File: config.mk
export PLATFORM = sky130hd
export DESIGN_NAME = startup_sequencer
export DESIGN_NICKNAME = d
export VERILOG_FILES = /design/src/seq_pkg.sv /design/src/ref_mux.sv /design/src/startup_sequencer.sv
export SDC_FILE = /design/constraint.sdc
export NUM_CORES = 1
export LEC_CHECK = 0
export BUFFER_PORTS_ARGS = -buffer_cell sky130_fd_sc_hd__buf_2
export CELL_PAD_IN_SITES_DETAIL_PLACEMENT = 2
export CELL_PAD_IN_SITES_GLOBAL_PLACEMENT = 2
export CORE_UTILIZATION = 33
export DETAILED_ROUTE_END_ITERATION = 10
export MAX_ROUTING_LAYER = met4
export PLACE_DENSITY = 0.77
export RECOVER_POWER = 25
export REMOVE_ABC_BUFFERS = 1
export SLEW_MARGIN = 20
export SYNTH_ARGS = -nofsm -noshare
export SYNTH_HDL_FRONTEND = slang
export SYNTH_HIERARCHICAL = 1
export SYNTH_SLANG_ARGS = --single-unit
File: constraint.sdc
create_clock -name clk_sys -period 1.75 [get_ports clk_sys]
set_input_delay 0.0875 -clock clk_sys [delete_from_list [all_inputs] [get_ports clk_sys]]
set_output_delay 0.0875 -clock clk_sys [all_outputs]
set_load 0.01 [all_outputs]
File: src/seq_pkg.sv
// shared constants and types for the startup sequencer and reference mux
package seq_pkg;

  // settling and calibration lengths, counted in phase-detector or feedback edges
  localparam int unsigned REF_SETTLE_CYCLES = 32'h0001_0000;
  localparam int unsigned FB_SETTLE_CYCLES = 32'h0001_0000;
  localparam int unsigned COUNTER_WIDTH_SETTING = 32'h0000_0020;
  localparam int unsigned CAL_CYCLES = 32'h0002_0000;

  // lock indicator window after the outputs turn on
  localparam int unsigned LOCK_MIN_CYCLES = 32'h0000_0800;
  localparam int unsigned LOCK_MAX_CYCLES = 32'h0000_0A00;
  localparam int unsigned LOCK_CYCLES = 32'h0000_0901;

  // reference mux: dead time around a switch, and primary loss timeout in clk_sys cycles
  localparam int unsigned SWITCH_GAP = 32'h0000_0002;
  localparam int unsigned LOSS_LIMIT = 32'h0000_0040;

  // width of the shared step counter, enough for the calibration length
  localparam int unsigned SEQ_CNT_W = 32'h0000_0012;

  typedef enum logic [2:0] {
    ST_OFF = 3'h0,
    ST_XTAL = 3'h1,
    ST_REF = 3'h2,
    ST_FB = 3'h3,
    ST_CAL = 3'h4,
    ST_RUN = 3'h5
  } seq_state_t;

endpackage

File: src/ref_mux.sv
// glitch-free reference input selector with automatic and manual modes
module ref_mux #(
  parameter int unsigned GAP = seq_pkg::SWITCH_GAP,
  parameter int unsigned LOSS = seq_pkg::LOSS_LIMIT
) (
  // clock and reset
  input wire logic clk_sys,
  input wire logic rst_n,
  input wire logic ce,
  // pins from outside the clock domain
  input wire logic interface_mode_pin,
  input wire logic ref_select_pin,
  input wire logic primary_reference,
  input wire logic secondary_reference,
  // configuration bits
  input wire logic mux_mode_bit,
  input wire logic mux_input_bit,
  input wire logic pin_auto_cfg,
  // selection state
  output logic ref_edge_q,
  output logic sel_q,
  output logic gate_q,
  output logic primary_lost
);
  import seq_pkg::*;

  localparam int unsigned GW = $clog2(GAP + 1);
  localparam int unsigned LW = $clog2(LOSS + 1);
  localparam logic [GW-1:0] GAP_END = GW'(GAP);
  localparam logic [LW-1:0] LOSS_END = LW'(LOSS);

  ////////////////////////////////////////////////////////////////////////////
  // synchronisers; stage three only feeds the edge detectors
  logic [3:0] pin_raw;
  logic [3:0] s1_q;
  logic [3:0] s2_q;
  logic [3:0] s3_q;
  assign pin_raw = {interface_mode_pin, ref_select_pin, secondary_reference, primary_reference};

  always_ff @(posedge clk_sys) begin
    if (!rst_n) begin
      s1_q <= 4'h0;
      s2_q <= 4'h0;
      s3_q <= 4'h0;
    end else if (ce) begin
      s1_q <= pin_raw;
      s2_q <= s1_q;
      s3_q <= s2_q;
    end
  end

  logic pri_edge;
  logic sec_edge;
  logic sel_pin;
  logic pin_mode;
  assign pri_edge = s2_q[0] & ~s3_q[0];
  assign sec_edge = s2_q[1] & ~s3_q[1];
  assign sel_pin = s2_q[2];
  assign pin_mode = s2_q[3];

  ////////////////////////////////////////////////////////////////////////////
  // mode decode, primary loss watch and switch sequencing
  logic [LW-1:0] loss_q;
  logic [LW-1:0] loss_d;
  logic [GW-1:0] gap_q;
  logic [GW-1:0] gap_d;
  logic sel_d;
  logic gate_d;
  logic edge_d;
  logic auto_mode;
  logic manual_sec;
  logic want_sec;

  assign primary_lost = (loss_q == LOSS_END);

  always_comb begin
    auto_mode = 1'b0;
    manual_sec = 1'b0;
    if (pin_mode) begin
      auto_mode = pin_auto_cfg;
      manual_sec = sel_pin;
    end else if (!mux_mode_bit) begin
      auto_mode = 1'b1;
    end else if (!mux_input_bit) begin
      manual_sec = 1'b0;
    end else begin
      manual_sec = sel_pin;
    end
    // in automatic mode the primary wins whenever it is present; manual modes follow manual_sec
    want_sec = auto_mode ? primary_lost : manual_sec;

    loss_d = pri_edge ? '0 : (primary_lost ? loss_q : loss_q + 1'b1);
    sel_d = sel_q;
    gate_d = gate_q;
    gap_d = gap_q;
    // break before make: the gate closes, a dead time passes, the select moves,
    // another dead time passes, then the gate reopens; no partial edge can leak
    if (sel_q != want_sec) begin
      gate_d = 1'b0;
      if (!gate_q && gap_q == GAP_END) begin
        sel_d = want_sec;
        gap_d = '0;
      end else if (!gate_q) begin
        gap_d = gap_q + 1'b1;
      end
    end else if (!gate_q) begin
      if (gap_q == GAP_END) begin
        gate_d = 1'b1;
        gap_d = '0;
      end else begin
        gap_d = gap_q + 1'b1;
      end
    end
    edge_d = gate_q & (sel_q ? sec_edge : pri_edge);
  end

  always_ff @(posedge clk_sys) begin
    if (!rst_n) begin
      loss_q <= '0;
      gap_q <= '0;
      sel_q <= 1'b0;
      gate_q <= 1'b1;
      ref_edge_q <= 1'b0;
    end else if (ce) begin
      loss_q <= loss_d;
      gap_q <= gap_d;
      sel_q <= sel_d;
      gate_q <= gate_d;
      ref_edge_q <= edge_d;
    end
  end
endmodule

File: src/startup_sequencer.sv
// startup and calibration sequencer with output enable, lock indicator and reference mux
module startup_sequencer #(
  parameter int unsigned REF_SETTLE = seq_pkg::REF_SETTLE_CYCLES,
  parameter int unsigned FB_SETTLE = seq_pkg::FB_SETTLE_CYCLES,
  parameter int unsigned CAL_LEN = seq_pkg::CAL_CYCLES,
  parameter int unsigned LOCK_LEN = seq_pkg::LOCK_CYCLES,
  parameter int unsigned GAP = seq_pkg::SWITCH_GAP,
  parameter int unsigned LOSS = seq_pkg::LOSS_LIMIT
) (
  // clock, reset, enable
  input wire logic clk_sys,
  input wire logic rst_n,
  input wire logic ce,
  // control and monitor pins, asynchronous
  input wire logic active_low_reset_pin,
  input wire logic power_down_pin,
  input wire logic output_sync_pin,
  input wire logic supply_good_pin,
  input wire logic crystal_in_use_pin,
  input wire logic crystal_swing_ok_pin,
  input wire logic interface_mode_pin,
  input wire logic ref_select_pin,
  // reference and feedback clocks, sampled
  input wire logic primary_reference,
  input wire logic secondary_reference,
  input wire logic feedback_clock,
  // configuration bits from the serial register bank
  input wire logic sw_reset_bit,
  input wire logic mux_mode_bit,
  input wire logic mux_input_bit,
  input wire logic pin_auto_cfg,
  input wire logic lock_route_zero,
  input wire logic lock_route_one,
  // status
  output logic clk_out_en,
  output logic cal_active,
  output logic lock_ind,
  output logic load_defaults,
  output logic status_output_zero,
  output logic status_output_one,
  output logic sel_secondary,
  output logic mux_gate,
  output logic primary_lost,
  output seq_pkg::seq_state_t seq_state
);
  import seq_pkg::*;

  localparam logic [SEQ_CNT_W-1:0] REF_LAST = SEQ_CNT_W'(REF_SETTLE - 1);
  localparam logic [SEQ_CNT_W-1:0] FB_LAST = SEQ_CNT_W'(FB_SETTLE - 1);
  localparam logic [SEQ_CNT_W-1:0] CAL_LAST = SEQ_CNT_W'(CAL_LEN - 1);
  localparam logic [SEQ_CNT_W-1:0] LOCK_LAST = SEQ_CNT_W'(LOCK_LEN - 1);

  ////////////////////////////////////////////////////////////////////////////
  // pin synchronisers; the feedback bit gets a third stage for edge detection
  logic [6:0] pin_raw;
  logic [6:0] s1_q;
  logic [6:0] s2_q;
  logic fb_s3_q;
  assign pin_raw = {feedback_clock, crystal_swing_ok_pin, crystal_in_use_pin,
                    supply_good_pin, output_sync_pin, power_down_pin, active_low_reset_pin};

  always_ff @(posedge clk_sys) begin
    if (!rst_n) begin
      s1_q <= 7'h00;
      s2_q <= 7'h00;
      fb_s3_q <= 1'b0;
    end else if (ce) begin
      s1_q <= pin_raw;
      s2_q <= s1_q;
      fb_s3_q <= s2_q[6];
    end
  end

  logic rst_pin_s;
  logic pdn_s;
  logic sync_s;
  logic por_s;
  logic xtal_use_s;
  logic xtal_ok_s;
  logic fb_edge;
  logic pin_hold;
  assign rst_pin_s = s2_q[0];
  assign pdn_s = s2_q[1];
  assign sync_s = s2_q[2];
  assign por_s = s2_q[3];
  assign xtal_use_s = s2_q[4];
  assign xtal_ok_s = s2_q[5];
  assign fb_edge = s2_q[6] & ~fb_s3_q;
  // any of the three hardware reset causes holds the sequence and arms a reload
  assign pin_hold = !rst_pin_s || !pdn_s || !por_s;

  ////////////////////////////////////////////////////////////////////////////
  // reference mux; its gated edge is the phase-detector tick
  logic pfd_edge;
  logic sel_q;
  logic gate_q;

  ref_mux #(
    .GAP(GAP),
    .LOSS(LOSS)
  ) u_ref_mux (
    .clk_sys(clk_sys),
    .rst_n(rst_n),
    .ce(ce),
    .interface_mode_pin(interface_mode_pin),
    .ref_select_pin(ref_select_pin),
    .primary_reference(primary_reference),
    .secondary_reference(secondary_reference),
    .mux_mode_bit(mux_mode_bit),
    .mux_input_bit(mux_input_bit),
    .pin_auto_cfg(pin_auto_cfg),
    .ref_edge_q(pfd_edge),
    .sel_q(sel_q),
    .gate_q(gate_q),
    .primary_lost(primary_lost)
  );

  assign sel_secondary = sel_q;
  assign mux_gate = gate_q;

  ////////////////////////////////////////////////////////////////////////////
  // sequence state, shared step counter and registered outputs
  seq_state_t state_q;
  seq_state_t state_d;
  logic [SEQ_CNT_W-1:0] cnt_q;
  logic [SEQ_CNT_W-1:0] cnt_d;
  logic lock_q;
  logic lock_d;
  logic reload_q;
  logic reload_d;
  logic load_q;
  logic load_d;
  logic out_en_q;
  logic out_en_d;
  logic cal_q;
  logic cal_d;
  logic stat0_q;
  logic stat0_d;
  logic stat1_q;
  logic stat1_d;

  always_comb begin
    state_d = state_q;
    cnt_d = cnt_q;
    lock_d = lock_q;
    reload_d = reload_q;
    load_d = 1'b0;
    if (pin_hold) begin
      state_d = ST_OFF;
      cnt_d = '0;
      lock_d = 1'b0;
      reload_d = 1'b1;
    end else if (sw_reset_bit) begin
      // held in reset with outputs off; no reload is armed
      state_d = ST_OFF;
      cnt_d = '0;
      lock_d = 1'b0;
    end else begin
      case (state_q)
        ST_OFF: begin
          state_d = ST_XTAL;
          load_d = reload_q;
          reload_d = 1'b0;
        end
        ST_XTAL: begin
          if (!xtal_use_s || xtal_ok_s) begin
            state_d = ST_REF;
          end
        end
        ST_REF: begin
          if (pfd_edge) begin
            if (cnt_q == REF_LAST) begin
              state_d = ST_FB;
              cnt_d = '0;
            end else begin
              cnt_d = cnt_q + 1'b1;
            end
          end
        end
        ST_FB: begin
          if (fb_edge) begin
            if (cnt_q == FB_LAST) begin
              state_d = ST_CAL;
              cnt_d = '0;
            end else begin
              cnt_d = cnt_q + 1'b1;
            end
          end
        end
        ST_CAL: begin
          if (pfd_edge) begin
            if (cnt_q == CAL_LAST) begin
              state_d = ST_RUN;
              cnt_d = '0;
            end else begin
              cnt_d = cnt_q + 1'b1;
            end
          end
        end
        ST_RUN: begin
          // the analog loop is not observed; lock is a fixed edge count after turn-on
          if (pfd_edge && !lock_q) begin
            if (cnt_q == LOCK_LAST) begin
              lock_d = 1'b1;
            end else begin
              cnt_d = cnt_q + 1'b1;
            end
          end
        end
        default: begin
          state_d = ST_OFF;
          cnt_d = '0;
        end
      endcase
    end
    out_en_d = (state_d == ST_RUN) && sync_s;
    cal_d = (state_d == ST_CAL);
    stat0_d = lock_d && lock_route_zero;
    stat1_d = lock_d && lock_route_one;
  end

  always_ff @(posedge clk_sys) begin
    if (!rst_n) begin
      state_q <= ST_OFF;
      cnt_q <= '0;
      lock_q <= 1'b0;
      reload_q <= 1'b1;
      load_q <= 1'b0;
      out_en_q <= 1'b0;
      cal_q <= 1'b0;
      stat0_q <= 1'b0;
      stat1_q <= 1'b0;
    end else if (ce) begin
      state_q <= state_d;
      cnt_q <= cnt_d;
      lock_q <= lock_d;
      reload_q <= reload_d;
      load_q <= load_d;
      out_en_q <= out_en_d;
      cal_q <= cal_d;
      stat0_q <= stat0_d;
      stat1_q <= stat1_d;
    end
  end

  assign clk_out_en = out_en_q;
  assign cal_active = cal_q;
  assign lock_ind = lock_q;
  assign load_defaults = load_q;
  assign status_output_zero = stat0_q;
  assign status_output_one = stat1_q;
  assign seq_state = state_q;
endmodule

==> flow_summary_export.csv <==
group,metric,value,unit
route,wire_per_inst,18.5,microns
route,vias,3091,
sta,setup_viol,21,
sta,maxSlewViolCount,0,
outcome,violations,"negative setup slack",
critical_path,crit_type,"reg2reg",
critical_path,cp.required,2.01,ns
sta,finClkSkew,0.0160,ns
sta,period_minus_slack,1.85,ns
cells_and_area,nFillCells,1052,
sta,relSlewSlack,47.5,%
cells_and_area,final_cell_mix,"dfxtp_1, buf_4, nand2_1",
global_routing,antenna_found_initial,0,
floorplan,fp.dieW,103,microns
yosys,syn_area,3380,sq um
critical_path,crit_path_end_kind,"flip-flop",
cells_and_area,design_area,4570,sq um
cells_and_area,utilization,46.3,%
yosys,yosysTopAreaCellShare,38.5,%
outcome,outcome,"complete, but fails checks",
route,drt_iter0_markers,60,
clock_network,clkSinkCount,65,
hold_path,hp-class,"in2reg",
yosys,synth_area_per_cell,9.27,sq um
yosys,synthDistinctLibCells,68,
placement,dp.cells,557,
yosys,yosysSeqAreaShare,38.5,%
clock_network,cts_tree,"built",
placement,dp_hpwl,7.14,mm
global_routing,grt_pass1_wl,17.3,mm
global_routing,grt_usage,22.1,%
sta,finalSetupTns,-1.31,ns
floorplan,core-area,9860,sq um
route,dr.pass1.iters,4,
critical_path,cp_max_fo,8,
placement,io_buffers,31,
floorplan,die_y,103,microns
cells_and_area,final_net_count,477,
clock_network,cts_made_buffers,9,
power_and_ir_drop,p_leak,1.83,nW
run,maxCapViolCount,0,
cells_and_area,n_antenna_cell,0,
clock_network,cts_buffer_depth,2,
sta,clock.fmax,0.541,GHz
yosys,async_reset_ff_share,0,%
yosys,ys_ff_latch,65,
global_routing,overflow,0,
global_routing,grt_max_degree,51,
placement,gp_congestion,0.824,
yosys,ys.flop_type,"dfxtp_1",
placement,placed_area,3960,sq um
power_and_ir_drop,p_per_area,652,nW/um^2
yosys,yosysWarnings,6,
sta,hold_viol_final,0,
power_and_ir_drop,ir_worst_vdd,0.420,mV
route,drc,0,
cells_and_area,drive_gt1_share,36.2,%
clock_network,cts-htree-levels,3,
yosys,ys_top_cells_by_area,"dfxtp_1, mux2i_1, nor2b_1",
sta,period_share,106,%
global_routing,grt_pass1_vias,3449,
critical_path,cp.arrival,2.11,ns
yosys,netlist_instances,365,
sta,rsz0062_at_grt,"yes",
yosys,synth_edf_count,0,
hold_path,min_path_cells,3,
clock_network,clkTransAtPathRegs,0.08,ns
critical_path,startpoint_type,"flip-flop",
floorplan,row_count,36,
floorplan,start_util,34.3,%
cells_and_area,area_growth_syn_to_layout,35.2,%
floorplan,ioPinCount,32,
route,routed_wl,11.0,mm
placement,place_ws,-0.197,ns
sta,setup_ws,-0.100,ns
sta,worst_pin_slew,0.787,ns
critical_path,rr_worst_depth,8,
route,vias_per_cell,5.23,
clock_network,clk_latency,0.37,ns
clock_network,root_buffer,"clkbuf_8",
cells_and_area,fin_cells,591,
cells_and_area,mostFrequentLayoutCell,"dfxtp_1",
yosys,yosys.area.top_type,"dfxtp_1",
floorplan,die-area,10700,sq um
route,antenna_left,0,
[cell families (layout without fill, tap and decap cells)]
| logic type | after synthesis | count (layout) | synth area share (%) |
|---|---|---|---|
| AOI/OAI and AO/OA | 84 | 84 | 20.1 |
| xor gates and xnor gates | 4 | 4 | 1.04 |
| adders and majority gates | 4 | 4 | 1.48 |
| buffers and inverters | 31 | 124 | 4.77 |
| DFF | 65 | 65 | 38.5 |
| muxes | 26 | 26 | 7.70 |
| and+or+nand+nor | 151 | 151 | 26.4 |
[synthesized netlist by cell type, types with 2 or more instances]
library cell / n
buf_6: 2
buf_1: 2
o2bb2ai_1: 3
o211a_1: 2
clkbuf_1: 6
o211ai_1: 2
mux2i_1: 26
xnor2_1: 2
ha_1: 4
dfxtp_1: 65
and3b_1: 4
nor3b_1: 2
buf_4: 2
o2bb2a_1: 10
nor2b_1: 32
o21ai_0: 12
nor4b_1: 3
or3_1: 4
o31ai_1: 8
o21bai_1: 7
a21boi_0: 5
nand2_1: 33
a31oi_1: 2
nand4_1: 8
o31ai_2: 5
o21a_1: 3
xor2_1: 2
nor4_1: 2
nand3b_1: 5
and3_1: 3
nor3_1: 4
inv_1: 12
nand3_1: 12
nand2b_1: 8
buf_2: 4
o21ai_2: 3
a21o_1: 2
nor2_1: 18
a21oi_1: 7
[worst max-delay path, cell delays in order, from the launching register on]
cell	delay [ns]
dfxtp_4	0.36
ha_4	0.17
nand3_4	0.11
nor3_4	0.07
a31oi_2	0.24
o21ai_2	0.13
or2_4	0.28
buf_16	0.16
o31ai_2	0.24
[stage by stage]
stage          power, mW  hold WS, ns
6_report            2.98      0.00258
5_1_grt             3.10      0.00496
4_1_cts             3.00      0.00246
3_5_place_dp        1.75        0.351
3_3_place_gp        1.74        0.340
2_1_floorplan       1.65        0.164
[state kept, by name (all words and copies together) (netlist names)]
register and cells:
u_ref_mux/gate_q 1, s1_q 7, cnt_q 18, status_output_one 1, clk_out_en 1, fb_s3_q 1
u_ref_mux/ref_edge_q 1, u_ref_mux/gap_q 2, reload_q 1, load_defaults 1, status_output_zero 1, lock_ind 1
seq_state 3, u_ref_mux/s2_q 4, u_ref_mux/s3_q 2, u_ref_mux/sel_q 1, s2_q 7, cal_active 1
u_ref_mux/loss_q 7, u_ref_mux/s1_q 4
[where the power goes]
| part | internal, mW | switching [mW] | total, mW |
|---|---|---|---|
| clock network | 0.567 | 0.681 | 1.25 |
| registers | 1.50 | 0.0224 | 1.52 |
| logic | 0.108 | 0.107 | 0.215 |
[area by class of cell]
cell class / instances / area (sq um) / share of cell area [%]
Clock buffer: 10 / 138 / 3.01
Clock inverter: 6 / 48.8 / 1.07
Inverter: 13 / 48.8 / 1.07
Multi-Input combinational cell: 269 / 2120 / 46.3
Sequential cell: 65 / 1340 / 29.3
Tap cell: 133 / 166 / 3.64
Timing Repair Buffer: 95 / 716 / 15.7
[layer usage]
layer	GRT usage [%]	vias up	wire length, microns	share of wire (%)
met4	6.07	0	143	1.3
li1	-	1490	-	-
met1	22.7	1540	4480	41
met2	41.9	48	6110	56
met3	5.24	13	215	2.0
met5	-	-	0	0
[what timing repair did]
action	in CTS	in global routing
hold buffers	8	1
endpoints found under the setup margin	27	26
pin swaps	7	14
hold endpoints to repair	8	1
resized for setup	44	25
gates cloned	1	0
buffers inserted	4	4
[worst paths after layout]
| path | start | end | slack, ns |
|---|---|---|---|
| setup / recovery | cnt_q[0] | cnt_q[12] | -0.10 |
| hold / removal | active_low_reset_pin | s1_q[0] | 0.003 |
| hold reg to reg | cal_active | cal_active | 0.49 |
| setup reg to reg | cnt_q[0] | cnt_q[12] | -0.10 |
Power figures use the tool's default switching activity.
